==> src/rtl/mio_consts.svh <==
// constants of the multiplexed i/o block: register indices, field positions, reset values
// assumes a 32-bit apb slave where each register index sits at byte address index*4
`ifndef MIO_CONSTS_SVH
`define MIO_CONSTS_SVH

// register indices
`define MIO_IDX_P4_DATA   6'h0C
`define MIO_IDX_P5_DATA   6'h0D
`define MIO_IDX_P4_DIR    6'h0E
`define MIO_IDX_P4_FSEL   6'h0F
`define MIO_IDX_P6_DATA   6'h12
`define MIO_IDX_P7_DATA   6'h13
`define MIO_IDX_P6_DIR    6'h14
`define MIO_IDX_P6_FSEL   6'h15
`define MIO_IDX_P7_DIR    6'h16
`define MIO_IDX_P7_FSEL   6'h17
`define MIO_IDX_ODE       6'h2F

// reset values
`define MIO_RST_P4_LATCH  3'h7
`define MIO_RST_P6_LATCH  4'hF
`define MIO_RST_P7_LATCH  5'h1F
`define MIO_RST_ODE       4'h0

// open-drain select field positions
`define MIO_ODE_TXD0      0
`define MIO_ODE_TXD1      1
`define MIO_ODE_P61       2
`define MIO_ODE_P62       3

// port 6 pin roles
`define MIO_P6_SCK        0
`define MIO_P6_SDA        1
`define MIO_P6_SCL        2
`define MIO_P6_INT        3

// port 7 pin roles
`define MIO_P7_T0IN       0
`define MIO_P7_T4IN       3

// port 5 converter trigger pin
`define MIO_P5_TRIG       3

`endif

==> src/rtl/mio_pkg.sv <==
// types shared by the multiplexed i/o block
// assumes mio_consts.svh for all numeric constants
package mio_pkg;

    // drive bundle of one port; bit n belongs to pin n, unused bits stay 0
    typedef struct packed {
        logic [7:0] level;
        logic [7:0] enable;
    } mio_drive_t;

endpackage

==> src/rtl/mio_ports.sv <==
// multiplexed i/o ports 4, 5, 6 and 7 with apb register access
// assumes synchronous pin inputs, a pad ring that resolves level/enable, and
// peripheral units (select decoder, serial bus, timers, interrupt) outside
`timescale 1ns/1ps
`include "mio_consts.svh"

module mio_ports #(
    parameter int ADDR_W = 8
) (
    // clock and reset
    input  wire logic               ref_clk_i,
    input  wire logic               resetn_i,
    // apb slave
    input  wire logic               psel_i,
    input  wire logic               penable_i,
    input  wire logic               pwrite_i,
    input  wire logic [ADDR_W-1:0]  paddr_i,
    input  wire logic [31:0]        pwdata_i,
    output logic      [31:0]        prdata_o,
    output logic                    pready_o,
    output logic                    pslverr_o,
    // port 4
    input  wire logic [2:0]         p4_pin_i,
    input  wire logic [2:0]         select_space_n_i,
    output mio_pkg::mio_drive_t     p4_drive_o,
    output logic      [2:0]         p4_pullup_en_o,
    // port 5
    input  wire logic [3:0]         p5_pin_i,
    output logic                    adc_trigger_o,
    // port 6
    input  wire logic [3:0]         p6_pin_i,
    input  wire logic [2:0]         sbi_out_i,
    input  wire logic [2:0]         sbi_oe_i,
    output mio_pkg::mio_drive_t     p6_drive_o,
    output logic      [2:0]         sbi_pin_o,
    output logic                    external_interrupt_zero_o,
    output logic      [1:0]         txd_open_drain_o,
    // port 7
    input  wire logic [4:0]         p7_pin_i,
    input  wire logic [2:0]         timer_out_i,
    output mio_pkg::mio_drive_t     p7_drive_o,
    output logic                    timer0_clock_in_o,
    output logic                    timer4_clock_in_o
);

    // the index decode needs byte address bits 7:2
    if (ADDR_W < 8)
    begin : g_bad_addr_w
        $error("ADDR_W must be at least 8");
    end

    // registers
    logic [2:0]  port4_data_latch_r;
    logic [2:0]  port4_direction_r;
    logic [2:0]  port4_function_select_r;
    logic [3:0]  port6_data_latch_r;
    logic [3:0]  port6_direction_r;
    logic [3:0]  port6_function_select_r;
    logic [4:0]  port7_data_latch_r;
    logic [4:0]  port7_direction_r;
    logic [4:0]  port7_function_select_r;
    logic [3:0]  open_drain_select_r;

    // bus decode
    logic [5:0]  idx;
    logic        aligned;
    logic        setup;
    logic        wr_en;
    logic        hit;
    logic [31:0] rd_nxt;
    logic [7:0]  wb;

    assign idx     = paddr_i[7:2];
    assign aligned = (paddr_i[1:0] == 2'h0) && ((paddr_i >> 8) == '0);
    assign setup   = psel_i && !penable_i;
    // the write lands at the single access edge where pready is high
    assign wr_en   = psel_i && penable_i && pready_o && pwrite_i && !pslverr_o;
    assign wb      = pwdata_i[7:0];

    always_comb
    begin
        hit = aligned;
        case (idx)
            `MIO_IDX_P4_DATA,
            `MIO_IDX_P5_DATA,
            `MIO_IDX_P4_DIR,
            `MIO_IDX_P4_FSEL,
            `MIO_IDX_P6_DATA,
            `MIO_IDX_P7_DATA,
            `MIO_IDX_P6_DIR,
            `MIO_IDX_P6_FSEL,
            `MIO_IDX_P7_DIR,
            `MIO_IDX_P7_FSEL,
            `MIO_IDX_ODE:
            begin
                hit = aligned;
            end
            default:
            begin
                hit = 1'b0;
            end
        endcase
    end

    // read mux; write-only and unused bits read zero
    always_comb
    begin
        rd_nxt = 32'h0000_0000;
        if (hit)
        begin
            case (idx)
                `MIO_IDX_P4_DATA:
                begin
                    rd_nxt[2:0] = p4_pin_i;
                end
                `MIO_IDX_P5_DATA:
                begin
                    rd_nxt[3:0] = p5_pin_i;
                end
                `MIO_IDX_P6_DATA:
                begin
                    rd_nxt[3:0] = p6_pin_i;
                end
                `MIO_IDX_P7_DATA:
                begin
                    rd_nxt[4:0] = p7_pin_i;
                end
                `MIO_IDX_ODE:
                begin
                    rd_nxt[3:0] = open_drain_select_r;
                end
                default:
                begin
                    rd_nxt = 32'h0000_0000;
                end
            endcase
        end
    end

    // zero-wait slave: answer in the cycle after setup
    always_ff @(posedge ref_clk_i or negedge resetn_i)
    begin
        if (!resetn_i)
        begin
            pready_o  <= 1'b0;
            pslverr_o <= 1'b0;
            prdata_o  <= 32'h0000_0000;
        end
        else
        begin
            pready_o  <= setup;
            pslverr_o <= setup && !hit;
            if (setup && !pwrite_i)
            begin
                prdata_o <= rd_nxt;
            end
        end
    end

    // port 4 registers
    always_ff @(posedge ref_clk_i or negedge resetn_i)
    begin
        if (!resetn_i)
        begin
            port4_data_latch_r      <= `MIO_RST_P4_LATCH;
            port4_direction_r       <= 3'h0;
            port4_function_select_r <= 3'h0;
        end
        else if (wr_en)
        begin
            case (idx)
                `MIO_IDX_P4_DATA:
                begin
                    port4_data_latch_r <= wb[2:0];
                end
                `MIO_IDX_P4_DIR:
                begin
                    port4_direction_r <= wb[2:0];
                end
                `MIO_IDX_P4_FSEL:
                begin
                    port4_function_select_r <= wb[2:0];
                end
                default:
                begin
                    port4_data_latch_r <= port4_data_latch_r;
                end
            endcase
        end
    end

    // port 6 registers
    always_ff @(posedge ref_clk_i or negedge resetn_i)
    begin
        if (!resetn_i)
        begin
            port6_data_latch_r      <= `MIO_RST_P6_LATCH;
            port6_direction_r       <= 4'h0;
            port6_function_select_r <= 4'h0;
        end
        else if (wr_en)
        begin
            case (idx)
                `MIO_IDX_P6_DATA:
                begin
                    port6_data_latch_r <= wb[3:0];
                end
                `MIO_IDX_P6_DIR:
                begin
                    port6_direction_r <= wb[3:0];
                end
                `MIO_IDX_P6_FSEL:
                begin
                    port6_function_select_r <= wb[3:0];
                end
                default:
                begin
                    port6_data_latch_r <= port6_data_latch_r;
                end
            endcase
        end
    end

    // port 7 registers
    always_ff @(posedge ref_clk_i or negedge resetn_i)
    begin
        if (!resetn_i)
        begin
            port7_data_latch_r      <= `MIO_RST_P7_LATCH;
            port7_direction_r       <= 5'h00;
            port7_function_select_r <= 5'h00;
        end
        else if (wr_en)
        begin
            case (idx)
                `MIO_IDX_P7_DATA:
                begin
                    port7_data_latch_r <= wb[4:0];
                end
                `MIO_IDX_P7_DIR:
                begin
                    port7_direction_r <= wb[4:0];
                end
                `MIO_IDX_P7_FSEL:
                begin
                    port7_function_select_r <= wb[4:0];
                end
                default:
                begin
                    port7_data_latch_r <= port7_data_latch_r;
                end
            endcase
        end
    end

    // open-drain selection
    always_ff @(posedge ref_clk_i or negedge resetn_i)
    begin
        if (!resetn_i)
        begin
            open_drain_select_r <= `MIO_RST_ODE;
        end
        else if (wr_en && (idx == `MIO_IDX_ODE))
        begin
            open_drain_select_r <= wb[3:0];
        end
    end

    // port 4 pin steering
    logic [2:0] p4_lvl_nxt;
    logic [2:0] p4_en_nxt;
    logic [2:0] p4_pu_nxt;

    always_comb
    begin
        for (int b = 0; b < 3; b++)
        begin
            // select mode only once both bits are set; order of setting is software's job
            p4_lvl_nxt[b] = (port4_function_select_r[b] && port4_direction_r[b])
                          ? select_space_n_i[b]
                          : port4_data_latch_r[b];
            p4_en_nxt[b]  = port4_direction_r[b];
            p4_pu_nxt[b]  = !port4_direction_r[b] && port4_data_latch_r[b];
        end
    end

    // port 6 pin steering
    logic [3:0] p6_val;
    logic [3:0] p6_req;
    logic [3:0] p6_lvl_nxt;
    logic [3:0] p6_en_nxt;
    logic [3:0] p6_od;

    assign p6_od = {1'b0, open_drain_select_r[`MIO_ODE_P62],
                    open_drain_select_r[`MIO_ODE_P61], 1'b0};

    always_comb
    begin
        for (int b = 0; b < 4; b++)
        begin
            p6_val[b] = port6_data_latch_r[b];
            p6_req[b] = port6_direction_r[b];
        end
        for (int b = 0; b < 3; b++)
        begin
            if (port6_function_select_r[b])
            begin
                // serial unit owns the value on its three pins; its drive request is gated by the direction bit
                p6_val[b] = sbi_out_i[b];
                p6_req[b] = port6_direction_r[b] && sbi_oe_i[b];
            end
        end
        for (int b = 0; b < 4; b++)
        begin
            if (p6_od[b])
            begin
                // open drain only pulls low; high is left to the bus pull-up
                p6_lvl_nxt[b] = 1'b0;
                p6_en_nxt[b]  = p6_req[b] && !p6_val[b];
            end
            else
            begin
                p6_lvl_nxt[b] = p6_val[b];
                p6_en_nxt[b]  = p6_req[b];
            end
        end
    end

    // port 7 pin steering
    logic [4:0] p7_lvl_nxt;
    logic [4:0] p7_en_nxt;
    logic [4:0] p7_alt;

    assign p7_alt = {timer_out_i[2], 1'b0, timer_out_i[1], timer_out_i[0], 1'b0};

    always_comb
    begin
        for (int b = 0; b < 5; b++)
        begin
            p7_en_nxt[b]  = port7_direction_r[b];
            p7_lvl_nxt[b] = port7_data_latch_r[b];
            if ((b != `MIO_P7_T0IN) && (b != `MIO_P7_T4IN) && port7_function_select_r[b]
                && port7_direction_r[b])
            begin
                p7_lvl_nxt[b] = p7_alt[b];
            end
        end
    end

    // registered pin drive; one cycle from register or peripheral change to pad
    always_ff @(posedge ref_clk_i or negedge resetn_i)
    begin
        if (!resetn_i)
        begin
            p4_drive_o     <= '0;
            p6_drive_o     <= '0;
            p7_drive_o     <= '0;
            p4_pullup_en_o <= `MIO_RST_P4_LATCH;
        end
        else
        begin
            p4_drive_o.level  <= {5'h00, p4_lvl_nxt};
            p4_drive_o.enable <= {5'h00, p4_en_nxt};
            p6_drive_o.level  <= {4'h0, p6_lvl_nxt};
            p6_drive_o.enable <= {4'h0, p6_en_nxt};
            p7_drive_o.level  <= {3'h0, p7_lvl_nxt};
            p7_drive_o.enable <= {3'h0, p7_en_nxt};
            p4_pullup_en_o    <= p4_pu_nxt;
        end
    end

    // pin levels and open-drain selects handed to peripherals
    always_ff @(posedge ref_clk_i or negedge resetn_i)
    begin
        if (!resetn_i)
        begin
            sbi_pin_o                 <= 3'h7;
            external_interrupt_zero_o <= 1'b0;
            adc_trigger_o             <= 1'b0;
            timer0_clock_in_o         <= 1'b0;
            timer4_clock_in_o         <= 1'b0;
            txd_open_drain_o          <= 2'h0;
        end
        else
        begin
            // unselected serial lines present idle high
            sbi_pin_o <= p6_pin_i[2:0] | ~port6_function_select_r[2:0];
            external_interrupt_zero_o <= port6_function_select_r[`MIO_P6_INT]
                                      && !port6_direction_r[`MIO_P6_INT]
                                      && p6_pin_i[`MIO_P6_INT];
            adc_trigger_o     <= p5_pin_i[`MIO_P5_TRIG];
            timer0_clock_in_o <= p7_pin_i[`MIO_P7_T0IN];
            timer4_clock_in_o <= p7_pin_i[`MIO_P7_T4IN];
            txd_open_drain_o  <= {open_drain_select_r[`MIO_ODE_TXD1],
                                  open_drain_select_r[`MIO_ODE_TXD0]};
        end
    end

endmodule // mio_ports

==> config.mk <==
export PLATFORM = sky130hd
export DESIGN_NAME = mio_ports
export DESIGN_NICKNAME = d
export VERILOG_FILES = /design/src/rtl/mio_pkg.sv /design/src/rtl/mio_ports.sv
export VERILOG_INCLUDE_DIRS = /design/src /design/src/rtl
export SDC_FILE = /design/constraint.sdc
export NUM_CORES = 1
export LEC_CHECK = 0
export BUFFER_PORTS_ARGS = -buffer_cell sky130_fd_sc_hd__buf_4
export CAP_MARGIN = 20
export CORE_ASPECT_RATIO = 1.25
export CORE_UTILIZATION = 36
export CTS_CLUSTER_SIZE = 12
export DETAILED_ROUTE_END_ITERATION = 16
export PLACE_DENSITY = 0.67
export SYNTH_ARGS = -nofsm -noshare
export SYNTH_HDL_FRONTEND = slang
export SYNTH_SLANG_ARGS = --single-unit
==> constraint.sdc <==
create_clock -name ref_clk_i -period 3.27 [get_ports ref_clk_i]
set_input_delay 0.4905 -clock ref_clk_i [delete_from_list [all_inputs] [get_ports ref_clk_i]]
set_output_delay 0.4905 -clock ref_clk_i [all_outputs]
set_load 0.01 [all_outputs]
==> parameters.txt <==
Parameter                              Value

Run status
  Run status ... completed

Drt
  Average wire per standard cell ... around 14 um
  Post-detailed-route DRC marker count ... 0
  Via count ... between 2k and 2.5k
  Post-route antenna net violation count ... 0
  Number of detailed-route iterations in the first pass ... 4
  Drt total wl ... 7030 um
  Ratio of routed vias to standard cells ... 4.45
  Detailed router's first-iteration violation count ... 130

STA
  Highest clock frequency the design can meet ... around 520 MHz
  Unrepaired setup endpoints after global routing ... false
  Least setup slack across all paths after layout ... between 1 and 1.5 ns
  Number of max-slew violations in the final report ... 0
  Hold violation count in the final report ... 0
  Setup Skew ... roughly 0.0062 ns
  Time the final worst path needs with I/O delays and setup ... about 1.9 ns
  Relative slew margins ... 0.358
  Crit share post-route ... 0.585
  Total Negative Setup Slacks ... 0 ns
  Pin slew with the least headroom to its limit ... around 0.96 ns
  Final setup violating endpoints ... 0

Finish
  Cell area after layout ... around 4500 sq um
  Layout-stage area growth over the synthesis result ... 24.4%
  Antenna diode instance count ... 0
  Fraction of final layout cells with drive strength greater than 1 ... 0.461
  Final net count ... about 450
  Final std cells w/o fill ... slightly above 500

CTS
  TritonCTS Sinks ... 81
  TritonCTS clock tree ... done
  Clock transition time at the flip-flop clock pins of the worst setup and hold paths ... roughly 0.060 ns
  Number of buffers created by CTS ... 9
  CTS-repair resized insts ... 0
  H-tree depth ... 3
  Count of hold buffers inserted by post-cts repair ... 0
  Total setup buffers inserted after CTS ... 0
  Clock root cell ... clkbuf_16
  Maximum root-to-sink buffer count ... 2
  Worst skew pair latency ... about 0.33 ns

Setup path
  Number of buffers and inverters on the critical path ... 1
  Largest fanout on the critical path ... 7
  Cells traversed along the worst timing path ... buf_4 -> or4b_1 -> nor2_2 -> nand2b_1 -> mux2_2
  Nature of the critical path startpoint ... input port
  Setup crit end kind ... flip-flop
  R2R Setup Slk ... 1.38 ns
  Slowest cell on the critical path ... or4b_1
  Classification of the worst setup path ... input port to flip-flop
  Data arrival at the endpoint of the critical path ... around 2.2 ns
  Dominant delay contributor by cell family on the critical path ... simple AND/OR/NAND/NOR gates
  Data required time at the worst endpoint ... approximately 3.5 ns
  Worst path max stage delay ... approximately 0.67 ns

Global routing
  Total routing resource utilization after global routing ... 0.138
  Overflow after GRT ... 0
  Antenna violations before repair ... 0
  Vias in the first global route ... 2115
  First-pass GRT wire length ... 10800 um
  Pin count of the biggest net entering global routing ... 82

Floorplan
  Starting Density ... 0.373
  Full die area ... 10500 sq um
  Total core area ... 9710 sq um
  Height of the die ... between 100 and 150 um
  Number of cell rows ... 40
  Die width ... slightly above 90 um
  Number of I/O pins ... 167

Synth
  Count of mapped cells out of synthesis ... between 200 and 300
  Proportion of netlist area held by the largest area contributor ... 0.436
  Post-synthesis cell area ... around 3600 sq um
  Biggest area consumer among synthesized cells ... dfrtp_1
  Avg Cell Area, Syn ... around 12 sq um
  Top post-synthesis cells by area ... dfrtp_1 (44%), mux2_2 (13%), dfstp_2 (13%), buf_4 (11%), nand2_1 (1.9%)
  Sequential fraction of the synthesis area ... 0.566
  Distinct cells, synth ... 40
  Number of flip-flops and latches in the synthesized netlist ... 81
  Yosys warning total ... 0

Placed design
  Worst slack at placement ... slightly above 1 ns
  Placer Congestion ... ~0.73
  Area of placed instances ... roughly 4200 sq um
  Half-perimeter wire length after placement ... between 5000 and 6000 um
  Port buffer count ... 88
  Number of placed instances with taps included ... 494

Pwr
  Pwr Density ... approximately 500 nW/um^2
  Net switching power ... between 0.4 and 0.5 mW
  Standby leakage power ... 2.27 nW
  Peak ir drop on the vdd network ... around 240 uV
  Internal portion of total power ... between 1.5 and 2 mW
  Relative contribution of the clock network to total power ... 0.461
  Switching share of power ... 0.218
  Power share of the sequential group ... 0.468
  Overall power ... approximately 2.2 mW
  Proportion of power drawn by combinational gates ... 0.071

Flow run
  Count of maximum capacitance violations ... 0

Hold path
  Worst hold-check path type ... input port to flip-flop
-- power groups by stage --
stage | clock network (mW) | logic (mW) | registers, mW
after floorplan | 0 | 0.107 | 1.05
final | 1.01 | 0.156 | 1.03
after CTS | 1.04 | 0.157 | 1.03
after global placement | 0 | 0.155 | 1.04
after global routing | 1.08 | 0.171 | 1.03
after detailed placement | 0 | 0.157 | 1.04
-- logic make-up (layout without fill, tap and decap cells) --
| group | Yosys count | after routing | share of synthesized area |
|---|---|---|---|
| mux | 50 | 50 | 0.159 |
| flops | 81 | 81 | 0.566 |
| other cells | 1 | 51 | 0.00104 |
| simple gates | 64 | 64 | 0.104 |
| compound gates | 20 | 20 | 0.0356 |
| xor+xnor | 1 | 1 | 0.00242 |
| buf+inv | 74 | 117 | 0.132 |
-- final cells by class --
cell class	count	area, sq um
fill	894	5210
multi-input combinational	186	1280
clock inverter	4	51.3
inverter	13	48.8
timing repair buffer	88	661
sequential	81	2050
tap	126	158
clock buffer	12	256
-- registers in the layout, indices dropped and copies added, names as in the netlist, 2 cells and up --
name and count:
p6_drive_o 8, p7_drive_o 10, open_drain_select_r 4, p7_en_nxt 5
p4_pullup_en_o 3, port6_direction_r 4, p4_drive_o 6, port7_data_latch_r 5
port4_function_select_r 3, prdata_o 5, port4_data_latch_r 3, port6_data_latch_r 4
p4_en_nxt 3, port6_function_select_r 4, txd_open_drain_o 2, port7_function_select_r 3
sbi_pin_o 3
-- worst reg2reg max path: stages (launching register included) --
cell and delay, ns:
dfrtp_1 0.34, nand4_1 0.09, or2_2 0.37, nor4_1 0.61
mux2_2 0.41
-- per-layer routing --
layer	GRT usage	wire length, um	vias to the layer above
li1	-	-	1062
met1	0.166	2990	1088
met2	0.221	3330	110
met3	0.0471	532	11
met4	0.0730	179	0
met5	0	0	-
-- worst paths after layout --
check,to,start,depth (start not counted)
max,port7_data_latch_r[0],paddr_i[7],5
min,adc_trigger_o,p5_pin_i[3],1
max reg2reg,port4_data_latch_r[2],pready_o,4
min reg2reg,p7_drive_o[0],p7_en_nxt[0],0
max in group asynchronous,txd_open_drain_o[1],resetn_i,1
min in group asynchronous,p7_drive_o[10],resetn_i,1
-- Yosys cell counts (all sizes together) --
| cell type | count |
|---|---|
| a2111oi | 5 |
| a21boi | 1 |
| a21oi | 3 |
| and2 | 2 |
| and2b | 1 |
| buf | 55 |
| clkbuf | 6 |
| conb | 1 |
| dfrtp | 63 |
| dfstp | 18 |
| inv | 13 |
| mux2 | 47 |
| mux2i | 3 |
| nand2 | 18 |
| nand2b | 3 |
| nand4 | 1 |
| nand4b | 2 |
| nand4bb | 1 |
| nor2 | 4 |
| nor2b | 3 |
| nor3 | 12 |
| nor3b | 1 |
| nor4 | 3 |
| o211ai | 2 |
| o21a | 1 |
| o21ai | 8 |
| or2 | 2 |
| or3 | 6 |
| or3b | 3 |
| or4 | 1 |
| or4b | 1 |
| xnor2 | 1 |
-- per-stage QoR --
stage / util / hold WS, ns
2_1_floorplan: - / 0.195
6_report: 0.464 / 0.276
4_1_cts: 0.464 / 0.265
5_1_grt: 0.464 / 0.271
3_3_place_gp: 0.432 / 0.360
3_5_place_dp: 0.432 / 0.367
-- cells in the final DEF, fill, tap and decap left out, types with 8 or more instances in the layout --
cell type,n
conb_1,51
buf_4,88
dfrtp_1,63
clkbuf_16,9
mux2_2,43
nand2_1,18
dfstp_2,18
inv_1,13
nor3_1,12
o21ai_0,8
Power figures use the tool's default switching activity.
